==> src/iosr_pkg.sv <==
// What this block does
// - core logic runs straight off the crystal clock, no divider
// - one cycle: read two working registers, compute, write result back
// - status at 3f, external irq mask at 3b, timer irq mask at 39
// - timer irq flags at 38, general control at 35, counter control 33
// - counter value at 32, watchdog control at 21
// - nv store address 1e, data 1d, control 1c
// - port b output 18, direction 17, input pins 16
// - port d output 12, direction 11, input pins 10
// - comparator control and status at 08
// - peripheral registers reached by port load and port store, 00 to 1f also by bit ops
// - bit set and clear only for locations 00 to 1f
// - bit skip tests read the selected bit of locations 00 to 1f
// - flags clear on written one; bit set or clear rewrites whole register
// - status bit 7 gates every interrupt
// - taking an interrupt clears bit 7, interrupt return sets it
// - status bit 6 is the bit copy holder for store and load
// - status bit 5 is the low nibble half carry
// - status bit 4 always equals negative xor overflow
// - bit 3 is overflow, bit 2 is negative result
// - bit 1 set on zero result
// - bit 0 is carry; status not saved on interrupt entry
// - 64 io locations chosen by a 6-bit address
package iosr_pkg;
   // io map
   localparam logic [5:0] A_STAT  = 6'h3f;
   localparam logic [5:0] A_EMSK  = 6'h3b;
   localparam logic [5:0] A_TMSK  = 6'h39;
   localparam logic [5:0] A_TFLG  = 6'h38;
   localparam logic [5:0] A_GCTL  = 6'h35;
   localparam logic [5:0] A_CCTL  = 6'h33;
   localparam logic [5:0] A_CVAL  = 6'h32;
   localparam logic [5:0] A_WDOG  = 6'h21;
   localparam logic [5:0] A_NVAD  = 6'h1e;
   localparam logic [5:0] A_NVDT  = 6'h1d;
   localparam logic [5:0] A_NVCT  = 6'h1c;
   localparam logic [5:0] A_PBOUT = 6'h18;
   localparam logic [5:0] A_PBDIR = 6'h17;
   localparam logic [5:0] A_PBIN  = 6'h16;
   localparam logic [5:0] A_PDOUT = 6'h12;
   localparam logic [5:0] A_PDDIR = 6'h11;
   localparam logic [5:0] A_PDIN  = 6'h10;
   localparam logic [5:0] A_ACMP  = 6'h08;
   localparam logic [7:0] IO_RST  = 8'h00;
   // status bit positions
   localparam int B_I = 7;
   localparam int B_T = 6;
   localparam int B_H = 5;
   localparam int B_S = 4;
   localparam int B_V = 3;
   localparam int B_N = 2;
   localparam int B_Z = 1;
   localparam int B_C = 0;
   // operation codes
   localparam logic [3:0] OP_NOP  = 4'h0;
   localparam logic [3:0] OP_ADD  = 4'h1;
   localparam logic [3:0] OP_SUB  = 4'h2;
   localparam logic [3:0] OP_AND  = 4'h3;
   localparam logic [3:0] OP_OR   = 4'h4;
   localparam logic [3:0] OP_EOR  = 4'h5;
   localparam logic [3:0] OP_IN   = 4'h6;
   localparam logic [3:0] OP_OUT  = 4'h7;
   localparam logic [3:0] OP_SETB = 4'h8;
   localparam logic [3:0] OP_CLRB = 4'h9;
   localparam logic [3:0] OP_SKBS = 4'ha;
   localparam logic [3:0] OP_SKBC = 4'hb;
   localparam logic [3:0] OP_TSTO = 4'hc;
   localparam logic [3:0] OP_TLOD = 4'hd;
   localparam logic [3:0] OP_IRET = 4'he;
endpackage

==> src/iosr_core.sv <==
`timescale 1ns/1ps
module iosr_core (
   // clock and reset
   input  wire logic       mclk,
   input  wire logic       rst_n,
   // instruction from decode
   input  wire logic [3:0] op,
   input  wire logic [4:0] dst_sel,
   input  wire logic [4:0] src_sel,
   input  wire logic [5:0] io_addr,
   input  wire logic [2:0] bit_sel,
   // events and pins
   input  wire logic       irq_req,
   input  wire logic [7:0] timer_flag_set,
   input  wire logic [7:0] port_b_pins,
   input  wire logic [7:0] port_d_pins,
   // core results
   output logic            skip_q,
   output logic            irq_take_q,
   output logic [7:0]      status_flags_q,
   // peripheral registers
   output logic [7:0]      ext_irq_mask_q,
   output logic [7:0]      timer_irq_mask_q,
   output logic [7:0]      timer_irq_flags_q,
   output logic [7:0]      general_control_q,
   output logic [7:0]      counter_control_q,
   output logic [7:0]      counter_value_q,
   output logic [7:0]      watchdog_control_q,
   output logic [7:0]      nv_store_address_q,
   output logic [7:0]      nv_store_data_q,
   output logic [7:0]      nv_store_control_q,
   output logic [7:0]      port_b_output_q,
   output logic [7:0]      port_b_direction_q,
   output logic [7:0]      port_d_output_q,
   output logic [7:0]      port_d_direction_q,
   output logic [7:0]      comparator_ctrl_status_q
);

   // mclk drives every flop directly; no prescaler in this path

   // storage locations, pins excluded
   function automatic logic is_rw(input logic [5:0] a);
      case (a)
         iosr_pkg::A_STAT, iosr_pkg::A_EMSK, iosr_pkg::A_TMSK,
         iosr_pkg::A_TFLG, iosr_pkg::A_GCTL, iosr_pkg::A_CCTL,
         iosr_pkg::A_CVAL, iosr_pkg::A_WDOG, iosr_pkg::A_NVAD,
         iosr_pkg::A_NVDT, iosr_pkg::A_NVCT, iosr_pkg::A_PBOUT,
         iosr_pkg::A_PBDIR, iosr_pkg::A_PDOUT, iosr_pkg::A_PDDIR,
         iosr_pkg::A_ACMP: is_rw = 1'b1;
         default:          is_rw = 1'b0;
      endcase
   endfunction

   logic [7:0] rf_q [0:31];
   logic [7:0] io_q [0:63];
   logic [7:0] rd_a;
   logic [7:0] rd_b;
   logic [7:0] io_rdata;
   logic [7:0] io_wdata;
   logic [7:0] bit_mask;
   logic       bit_low;
   logic       io_wr_en;
   logic [7:0] alu_res;
   logic       alu_c;
   logic       alu_h;
   logic       alu_v;
   logic       alu_op;
   logic       arith_op;
   logic [7:0] rf_wdata;
   logic       rf_we;
   logic [7:0] stat_d;
   logic [7:0] tflg_d;
   logic       irq_take_d;
   logic       skip_d;

   // two operand reads feeding the same-cycle result
   assign rd_a     = rf_q[dst_sel];
   assign rd_b     = rf_q[src_sel];
   assign bit_mask = 8'h01 << bit_sel;
   assign bit_low  = (io_addr[5] == 1'b0);

   // io read mux; pins are live, unused reads as zero
   always_comb begin
      io_rdata = 8'h00;
      if (is_rw(io_addr)) begin
         io_rdata = io_q[io_addr];
      end else if (io_addr == iosr_pkg::A_PBIN) begin
         io_rdata = port_b_pins;
      end else if (io_addr == iosr_pkg::A_PDIN) begin
         io_rdata = port_d_pins;
      end
   end

   // only port store and in-range bit ops write io
   assign io_wr_en = (op == iosr_pkg::OP_OUT) ||
                     (((op == iosr_pkg::OP_SETB) || (op == iosr_pkg::OP_CLRB))
                      && bit_low);

   // bit ops rewrite the whole byte as read
   always_comb begin
      if (op == iosr_pkg::OP_OUT) begin
         io_wdata = rd_a;
      end else if (op == iosr_pkg::OP_SETB) begin
         io_wdata = io_rdata | bit_mask;
      end else begin
         io_wdata = io_rdata & ~bit_mask;
      end
   end

   // alu, single cycle
   always_comb begin
      logic [8:0] w;
      w        = 9'h000;
      alu_res  = 8'h00;
      alu_c    = io_q[iosr_pkg::A_STAT][iosr_pkg::B_C];
      alu_h    = io_q[iosr_pkg::A_STAT][iosr_pkg::B_H];
      alu_v    = 1'b0;
      arith_op = 1'b0;
      alu_op   = 1'b1;
      case (op)
         iosr_pkg::OP_ADD: begin
            w        = {1'b0, rd_a} + {1'b0, rd_b};
            alu_res  = w[7:0];
            alu_c    = w[8];
            alu_h    = (rd_a[3] & rd_b[3]) | (rd_b[3] & ~w[3])
                     | (~w[3] & rd_a[3]);
            alu_v    = (rd_a[7] & rd_b[7] & ~w[7])
                     | (~rd_a[7] & ~rd_b[7] & w[7]);
            arith_op = 1'b1;
         end
         iosr_pkg::OP_SUB: begin
            w        = {1'b0, rd_a} - {1'b0, rd_b};
            alu_res  = w[7:0];
            alu_c    = w[8];
            alu_h    = (~rd_a[3] & rd_b[3]) | (rd_b[3] & w[3])
                     | (w[3] & ~rd_a[3]);
            alu_v    = (rd_a[7] & ~rd_b[7] & ~w[7])
                     | (~rd_a[7] & rd_b[7] & w[7]);
            arith_op = 1'b1;
         end
         iosr_pkg::OP_AND: alu_res = rd_a & rd_b;
         iosr_pkg::OP_OR:  alu_res = rd_a | rd_b;
         iosr_pkg::OP_EOR: alu_res = rd_a ^ rd_b;
         default:          alu_op  = 1'b0;
      endcase
   end

   // write-back select
   always_comb begin
      rf_we    = 1'b1;
      rf_wdata = alu_res;
      if (op == iosr_pkg::OP_IN) begin
         rf_wdata = io_rdata;
      end else if (op == iosr_pkg::OP_TLOD) begin
         rf_wdata = io_q[iosr_pkg::A_STAT][iosr_pkg::B_T] ?
                    (rd_a | bit_mask) : (rd_a & ~bit_mask);
      end else if (!alu_op) begin
         rf_we = 1'b0;
      end
   end

   // interrupt only while the global enable stands
   assign irq_take_d = irq_req && io_q[iosr_pkg::A_STAT][iosr_pkg::B_I];

   // status next value; entry does not stack it, software must
   always_comb begin
      stat_d = io_q[iosr_pkg::A_STAT];
      if ((op == iosr_pkg::OP_OUT) && (io_addr == iosr_pkg::A_STAT)) begin
         stat_d = io_wdata;
      end
      if (alu_op) begin
         stat_d[iosr_pkg::B_C] = alu_c;
         stat_d[iosr_pkg::B_Z] = (alu_res == 8'h00);
         stat_d[iosr_pkg::B_N] = alu_res[7];
         stat_d[iosr_pkg::B_V] = alu_v;
         if (arith_op) begin
            stat_d[iosr_pkg::B_H] = alu_h;
         end
      end
      if (op == iosr_pkg::OP_TSTO) begin
         stat_d[iosr_pkg::B_T] = rd_a[bit_sel];
      end
      if (op == iosr_pkg::OP_IRET) begin
         stat_d[iosr_pkg::B_I] = 1'b1;
      end
      // taking wins over a return in the same cycle
      if (irq_take_d) begin
         stat_d[iosr_pkg::B_I] = 1'b0;
      end
      // stored, so a software write cannot break the relation
      stat_d[iosr_pkg::B_S] = stat_d[iosr_pkg::B_N]
                            ^ stat_d[iosr_pkg::B_V];
   end

   // write-one clears; a new event in the same cycle wins
   always_comb begin
      tflg_d = io_q[iosr_pkg::A_TFLG];
      if (io_wr_en && (io_addr == iosr_pkg::A_TFLG)) begin
         tflg_d = tflg_d & ~io_wdata;
      end
      tflg_d = tflg_d | timer_flag_set;
   end

   // skip decision, lower half only
   always_comb begin
      skip_d = 1'b0;
      if (bit_low && (op == iosr_pkg::OP_SKBS)) begin
         skip_d = io_rdata[bit_sel];
      end else if (bit_low && (op == iosr_pkg::OP_SKBC)) begin
         skip_d = ~io_rdata[bit_sel];
      end
   end

   // working registers
   always_ff @(posedge mclk) begin
      if (!rst_n) begin
         for (int i = 0; i < 32; i++) begin
            rf_q[i] <= 8'h00;
         end
      end else if (rf_we) begin
         rf_q[dst_sel] <= rf_wdata;
      end
   end

   // io register file; reserved and pin locations never stored
   always_ff @(posedge mclk) begin
      if (!rst_n) begin
         for (int i = 0; i < 64; i++) begin
            io_q[i] <= iosr_pkg::IO_RST;
         end
      end else begin
         if (io_wr_en && is_rw(io_addr) && (io_addr != iosr_pkg::A_STAT)
             && (io_addr != iosr_pkg::A_TFLG)) begin
            io_q[io_addr] <= io_wdata;
         end
         io_q[iosr_pkg::A_TFLG] <= tflg_d;
         io_q[iosr_pkg::A_STAT] <= stat_d;
      end
   end

   // one-cycle results
   always_ff @(posedge mclk) begin
      if (!rst_n) begin
         skip_q     <= 1'b0;
         irq_take_q <= 1'b0;
      end else begin
         skip_q     <= skip_d;
         irq_take_q <= irq_take_d;
      end
   end

   // fixed placement of each register
   assign status_flags_q           = io_q[iosr_pkg::A_STAT];
   assign ext_irq_mask_q           = io_q[iosr_pkg::A_EMSK];
   assign timer_irq_mask_q         = io_q[iosr_pkg::A_TMSK];
   assign timer_irq_flags_q        = io_q[iosr_pkg::A_TFLG];
   assign general_control_q        = io_q[iosr_pkg::A_GCTL];
   assign counter_control_q        = io_q[iosr_pkg::A_CCTL];
   assign counter_value_q          = io_q[iosr_pkg::A_CVAL];
   assign watchdog_control_q       = io_q[iosr_pkg::A_WDOG];
   assign nv_store_address_q       = io_q[iosr_pkg::A_NVAD];
   assign nv_store_data_q          = io_q[iosr_pkg::A_NVDT];
   assign nv_store_control_q       = io_q[iosr_pkg::A_NVCT];
   assign port_b_output_q          = io_q[iosr_pkg::A_PBOUT];
   assign port_b_direction_q       = io_q[iosr_pkg::A_PBDIR];
   assign port_d_output_q          = io_q[iosr_pkg::A_PDOUT];
   assign port_d_direction_q       = io_q[iosr_pkg::A_PDDIR];
   assign comparator_ctrl_status_q = io_q[iosr_pkg::A_ACMP];

   // checks
   a_sign_relation:
   assert property (@(posedge mclk) disable iff (!rst_n)
      status_flags_q[4] == (status_flags_q[2] ^ status_flags_q[3]))
      else $error("sign bit differs from n xor v");

   a_irq_gate_enable:
   assert property (@(posedge mclk) disable iff (!rst_n)
      (irq_req && !status_flags_q[7]) |=> !irq_take_q)
      else $error("interrupt taken while disabled");

   a_irq_clears_enable:
   assert property (@(posedge mclk) disable iff (!rst_n)
      irq_take_q |-> !status_flags_q[7] ##1 !irq_take_q)
      else $error("enable not cleared on interrupt");

   a_return_sets_enable:
   assert property (@(posedge mclk) disable iff (!rst_n)
      (op == iosr_pkg::OP_IRET && !irq_req) |=> status_flags_q[7])
      else $error("return did not set enable");

   a_flag_write_clear:
   assert property (@(posedge mclk) disable iff (!rst_n)
      (op == iosr_pkg::OP_OUT && io_addr == iosr_pkg::A_TFLG)
      |=> timer_irq_flags_q == (($past(timer_irq_flags_q) & ~$past(rd_a))
                               | $past(timer_flag_set)))
      else $error("flag write-one clear wrong");

   a_flag_set_wins:
   assert property (@(posedge mclk) disable iff (!rst_n)
      (timer_flag_set != 8'h00)
      |=> (timer_irq_flags_q & $past(timer_flag_set)) == $past(timer_flag_set))
      else $error("timer flag event lost");

   a_skip_upper_none:
   assert property (@(posedge mclk) disable iff (!rst_n)
      (io_addr[5] && (op == iosr_pkg::OP_SKBS || op == iosr_pkg::OP_SKBC))
      |=> !skip_q)
      else $error("bit test above 1f took effect");

   a_bit_set_low:
   assert property (@(posedge mclk) disable iff (!rst_n)
      (op == iosr_pkg::OP_SETB && io_addr == iosr_pkg::A_PBDIR)
      |=> port_b_direction_q[$past(bit_sel)])
      else $error("bit set missed low location");

   a_bit_clear_low:
   assert property (@(posedge mclk) disable iff (!rst_n)
      (op == iosr_pkg::OP_CLRB && io_addr == iosr_pkg::A_PBDIR)
      |=> !port_b_direction_q[$past(bit_sel)])
      else $error("bit clear missed low location");

   a_bit_upper_none:
   assert property (@(posedge mclk) disable iff (!rst_n)
      ((op == iosr_pkg::OP_SETB || op == iosr_pkg::OP_CLRB) && io_addr == iosr_pkg::A_WDOG)
      |=> watchdog_control_q == $past(watchdog_control_q))
      else $error("bit op above 1f took effect");

   a_skip_bit_test:
   assert property (@(posedge mclk) disable iff (!rst_n)
      (op == iosr_pkg::OP_SKBS && io_addr == iosr_pkg::A_PBDIR)
      |=> skip_q == $past(port_b_direction_q[bit_sel]))
      else $error("skip does not follow tested bit");

   a_tbit_store_copy:
   assert property (@(posedge mclk) disable iff (!rst_n)
      (op == iosr_pkg::OP_TSTO) |=> status_flags_q[6] == $past(rd_a[bit_sel]))
      else $error("bit store did not reach t");

   a_zero_flag_add:
   assert property (@(posedge mclk) disable iff (!rst_n)
      (op == iosr_pkg::OP_ADD) |=> status_flags_q[1] == ($past(8'(rd_a + rd_b)) == 8'h00))
      else $error("zero flag wrong after add");

   a_zero_flag_logic:
   assert property (@(posedge mclk) disable iff (!rst_n)
      (op == iosr_pkg::OP_AND || op == iosr_pkg::OP_OR || op == iosr_pkg::OP_EOR)
      |=> status_flags_q[1] == (rf_q[$past(dst_sel)] == 8'h00))
      else $error("zero flag wrong after logic op");

   a_negative_result:
   assert property (@(posedge mclk) disable iff (!rst_n)
      (op == iosr_pkg::OP_ADD || op == iosr_pkg::OP_SUB || op == iosr_pkg::OP_AND)
      |=> status_flags_q[2] == rf_q[$past(dst_sel)][7])
      else $error("negative flag differs from result");

   a_half_carry_add:
   assert property (@(posedge mclk) disable iff (!rst_n)
      (op == iosr_pkg::OP_ADD)
      |=> status_flags_q[5] == $past(({1'b0, rd_a[3:0]} + {1'b0, rd_b[3:0]}) > 5'h0f))
      else $error("half carry wrong after add");

   a_carry_add:
   assert property (@(posedge mclk) disable iff (!rst_n)
      (op == iosr_pkg::OP_ADD)
      |=> status_flags_q[0] == $past(({1'b0, rd_a} + {1'b0, rd_b}) > 9'h0ff))
      else $error("carry wrong after add");

   a_status_store:
   assert property (@(posedge mclk) disable iff (!rst_n)
      (op == iosr_pkg::OP_OUT && io_addr == iosr_pkg::A_STAT && !irq_req)
      |=> {status_flags_q[7:5], status_flags_q[3:0]} == $past({rd_a[7:5], rd_a[3:0]}))
      else $error("status write not stored");

   a_port_b_store:
   assert property (@(posedge mclk) disable iff (!rst_n)
      (op == iosr_pkg::OP_OUT && io_addr == iosr_pkg::A_PBOUT)
      |=> port_b_output_q == $past(rd_a))
      else $error("port b output not stored");

   a_unused_read_zero:
   assert property (@(posedge mclk) disable iff (!rst_n)
      (op == iosr_pkg::OP_IN && !is_rw(io_addr) && io_addr != iosr_pkg::A_PBIN
       && io_addr != iosr_pkg::A_PDIN) |=> rf_q[$past(dst_sel)] == 8'h00)
      else $error("unused location read nonzero");

endmodule

==> config.mk <==
export PLATFORM = sky130hd
export DESIGN_NAME = iosr_core
export DESIGN_NICKNAME = d
export VERILOG_FILES = /design/src/iosr_pkg.sv /design/src/iosr_core.sv
export SDC_FILE = /design/constraint.sdc
export NUM_CORES = 1
export LEC_CHECK = 0
export BUFFER_PORTS_ARGS = -buffer_cell sky130_fd_sc_hd__buf_2
export CAP_MARGIN = 10
export CELL_PAD_IN_SITES_DETAIL_PLACEMENT = 0
export CELL_PAD_IN_SITES_GLOBAL_PLACEMENT = 2
export CORE_ASPECT_RATIO = 0.5
export CORE_MARGIN = 3
export CORE_UTILIZATION = 44
export DETAILED_ROUTE_END_ITERATION = 8
export GPL_TIMING_DRIVEN = 0
export PLACE_DENSITY_LB_ADDON = 0.1
export SLEW_MARGIN = 20
export SYNTH_ARGS = -nofsm -noshare
export SYNTH_HDL_FRONTEND = slang
export SYNTH_SLANG_ARGS = --single-unit
==> constraint.sdc <==
create_clock -name mclk -period 6.9 [get_ports mclk]
set_clock_uncertainty 0.1 [all_clocks]
set_input_delay 0.69 -clock mclk [delete_from_list [all_inputs] [get_ports mclk]]
set_output_delay 0.69 -clock mclk [all_outputs]
set_load 0.02 [all_outputs]
; Yosys cells after proc, flatten, opt, wreduce, memory -nomap -nowiden
; Memories as Yosys holds them, arrays and structs flattened.
; Index checks and enable logic that the tools add are counted.
; Widths: inputs -> output; s select.
[totals]
rom_bits = 128
ram_bits = 768
n_memories = 4
inputBits = 50
reg_bits = 2
[mem_list]
columns = name, depth, word_bits, rd, rd_ports_with_merged_regs, wr, line
row1 = io_q, 64, 8, 17, 0, 64, iosr_core.sv:55  ; logic [7:0] io_q [0:63];
row2 = rf_q, 32, 8, 2, 0, 32, iosr_core.sv:54  ; logic [7:0] rf_q [0:31];
row3 = (name not given), 64, 1, 1, 0, 0, iosr_core.sv:43  ; case (a)
row4 = (name not given), 64, 1, 1, 0, 0, iosr_core.sv:43
[classes]
n_reduce_logical = 16
magnitude_cmp = 1
mux = 48
n_eq_ne = 20
shifts = 1
add_sub_neg = 2
n_bitwise = 42
[op_table]
columns = op, n
row1 = $mux 8, 14
row2 = $pmux 8 s5, 1
row3 = $and 8x8->8, 4
row4 = $or 8x8->8, 4
row5 = $eq 4x4->1 const B, 7
row6 = $mux 1, 25
row7 = $eq 4x3->1 const B, 4
row8 = $not 8->8, 2
row9 = $reduce_or 8->1, 2
row10 = $and 1x1->1, 14
row11 = $eq 6x5->1 const B, 2
row12 = $eq 6x6->1 const B, 2
row13 = $ne 6x6->1 const B, 2
row14 = $add 8x8->9, 1
row15 = $logic_and 1x1->1, 9
row16 = $sub 8x8->9, 1
row17 = $eq 4x2->1 const B, 2
row18 = $logic_not 8->1, 1
row19 = $not 1->1, 8
row20 = $or 1x1->1, 8
row21 = $shl 1x3->8 const A, 1
row22 = $xor 8x8->8, 1
row23 = $bmux 1 s3, 2
row24 = $mux 6, 1
row25 = 9 further kinds, 12

; Logic depth before layout (Yosys ltp)
[logic_depth]
ltp_word = 12
mapped_depth = 20
mapped_depth_nobuf = 16

; Least setup slack after synthesis
; OpenSTA, ideal clock, no wires.
[synth_path]
path_type = in2reg
start = input src_sel[0]
end = memory rf_q[0][7], data pin
n_path_buf = 3
setup_ps = 265
setup_slack_ps = 986
arrival_time_ps = 5549
cell_stages = 16
required_ps = 6535
cell_sequence = clkbuf_1 > buf_1 > mux4_2 > mux4_2 > mux2i_1 > inv_1 > ha_1 > a21o_1 > a211o_1 > a2111oi_0 > nor3_1 > a221o_1 > a221oi_1 > o221a_2 > clkbuf_1 > nor2_1
[synth_rtl]
columns = item, line
row1 = "start, declared", iosr_core.sv:9  ; input wire logic [4:0] src_sel,
row2 = "end, declared", iosr_core.sv:54

==> run summary <==
status: finished, violations left
violated checks: setup timing
Placer Congestion: 0.961
Starting Density: 0.447
LEAKAGE: 0.0146 uW
clock transition at the registers of the reported paths: 60 ps
Tot GR Track Use: 0.316
first-pass GRT wire length: 182 mm
Worst setup EP type: flip-flop
placed cell areas: 0.0376 mm^2
Yosys cell types: 81
r2r setup slk: 1070 ps
final hold vios: 0
die area: 0.0825 mm^2
flops & latches, synth: 714
H-tree levels: 3
synthesized area per cell: 13.7 um^2
crit share post-route: 1.00
slew at the pin closest to its max-slew limit: 1290 ps
die width: 403 um
Fmax: 145 MHz
crit start category: input port
count of final setup violators: 1
Die Ht: 205 um
hold slack final: 194 ps
clk_lat worst skew: 670 ps
area leader, netlist: edfxtp_1
PnR worst setup slack: -0.734 ps
Cells after Synth: 2540
largest net degree at the start of global routing: 16
Synth async-reset ratio: 0
Cell Area, Synth: 0.0347 mm^2
DRT iter0 DRCs: 3175
largest cells by area after synthesis: edfxtp_1, mux4_2, nor2_1
Layout Nets: 3055
maximum VDD drop: 162 uV
IO buf count: 171
vias: 24800
post-synth top area share: 0.605
antenna diode count: 0
Root Buffer: clkbuf_16
max-slew violations: 0
CORE AREA: 0.0777 mm^2
share of cells above drive strength 1: 0.206
Pwr Total: 10300 uW
drt total wl: 131 mm
post-DP HPWL: 93.5 mm
EDFF count, synth: 700
worst-path fanout max: 11
dpl cells: 3933
TritonRoute pass-1 iters: 6
CTS Hold Bufs: 0
ANT nets after route: 0
Max Cap Viol: 0
cell area after layout: 0.0398 mm^2
area grow syn2layout: 14.5%
Seq/Total Area, Yosys: 0.613
Arr. time, crit path: 7200 ps
total gr overflow: 0
# rows: 72
CTS tree: built
clock sink count: 714
HP Class: input port to flip-flop
Fillers: 6955
vias per cell: 6.11
I/O pin cnt: 180
antenna violations before repair: 1
wire per inst: 32.2 um
critical path type: input port to flip-flop
Pwr per Cell Area: 260 mW/mm^2
Ys Warns: 0
Synth Flop Type: edfxtp_1
Worst Path Required: 7190 ps
DRC: 0
Worst slew margin: 0.140
RSZ-0062 raised after global routing: no
clock buffer count from CTS: 68
vias in the first global route: 24100
minimum clock period: 6900 ps
Post-Layout Cell Count: 4056
maximum root-to-sink buffer count: 3
-- worst max-delay path, cell delays in order --
cell	delay, ps
buf_2	150
buf_6	150
buf_8	160
inv_1	330
buf_1	720
buf_2	550
ha_1	250
nor2b_1	330
a211o_1	180
o2111a_2	350
buf_2	450
inv_1	280
a211oi_1	750
nor2_1	230
a211oi_1	290
a21o_1	110
clkbuf_1	680
buf_2	410
nor2_1	80
-- kinds of logic after synthesis --
| kind of cell | after synthesis | share of synthesized area |
|---|---|---|
| AND/OR/NAND/NOR | 905 | 0.108 |
| other | 2 | 0.000216 |
| multiplexers | 309 | 0.164 |
| AO/OA/AOI/OAI | 323 | 0.0687 |
| adder cells (fa/ha/maj) | 34 | 0.0131 |
| buffers and inverters | 250 | 0.0317 |
| flip-flops | 714 | 0.613 |
| XOR/XNOR | 3 | 0.000757 |
-- sequential cells by signal, summed over array words and instances, names as in the netlist --
name,flops
io_q,456
irq_take_q,1
rf_q,256
skip_q,1
-- cell usage after synthesis (all sizes together) (6+ instances only) --
cell type  count
a211oi        16
a21boi         8
a21o           7
a21oi         42
a221o         16
a221oi        32
a22o           7
a22oi         63
a31oi          8
and3          14
and3b          6
buf           82
clkbuf       107
dfxtp         14
edfxtp       700
ha            30
inv           61
mux2          36
mux2i         70
mux4         203
nand2        191
nand2b        16
nand3         23
nand4         11
nor2         571
nor2b         16
nor3          16
nor3b         11
o2111ai        7
o211ai        14
o21ai         37
o22ai         19
-- final timing paths --
check / endpoint / cells past startpoint / start
min reg2reg: io_q[56][3] / 2 / io_q[56][3]
max: io_q[17][6] / 19 / io_addr[1]
min: io_q[56][0] / 3 / timer_flag_set[0]
max reg2reg: rf_q[8][7] / 13 / rf_q[6][2]
-- area by class of cell --
cell class,instances,area [um^2],area share
sequential,714,21300,0.536
tap,1036,1300,0.0326
clock inverter,32,213,0.00535
clock buffer,87,1810,0.0456
multi-input combinational,1759,13100,0.329
timing repair buffer,178,923,0.0232
inverter,61,229,0.00576
buffer,189,931,0.0234
-- layer usage --
metal / part of all wire / routed length, um / up-vias / global-route usage
li1: - / - / 10400 / -
met1: 0.40 / 51700 / 12900 / 0.424
met2: 0.47 / 61600 / 1258 / 0.512
met3: 0.098 / 12700 / 256 / 0.0747
met4: 0.034 / 4500 / 2 / 0.0998
met5: 0.000084 / 11 / - / 0
-- where the power goes --
part | switching (uW) | internal, uW | total [uW]
Combinational | 1140 | 480 | 1620
Sequential | 91.6 | 4970 | 5060
Clock | 1730 | 1910 | 3640
Total | 2960 | 7360 | 10300
-- stage by stage --
stage | utilization | worst slack [ps] | TNS [ps]
floorplan | - | 986 | 0
finish | 0.512 | -0.734 | -0.734
global placement | 0.483 | -1410 | -119400
global route | 0.512 | 3.18 | 0
detailed placement | 0.484 | -1450 | -119980
CTS | 0.511 | 21.3 | 0
-- layout by cell type (no fill, tap or decap), types with 33 or more instances in the layout --
master     instances
a22oi_1           63
a21oi_1           41
nor2_1           569
o21ai_0           33
edfxtp_1         700
nand2_1          191
conb_1           185
clkbuf_1         108
mux4_2           203
inv_1             60
clkbuf_16         69
buf_2            219
mux2_2            34
mux2i_1           69
-- timing repair --
action,CTS,global route
buffers inserted,1,3
pin swaps,1,1
gates resized for setup,16,17
setup endpoints to repair,62,60
No activity file was read; power rests on OpenSTA's default activity.
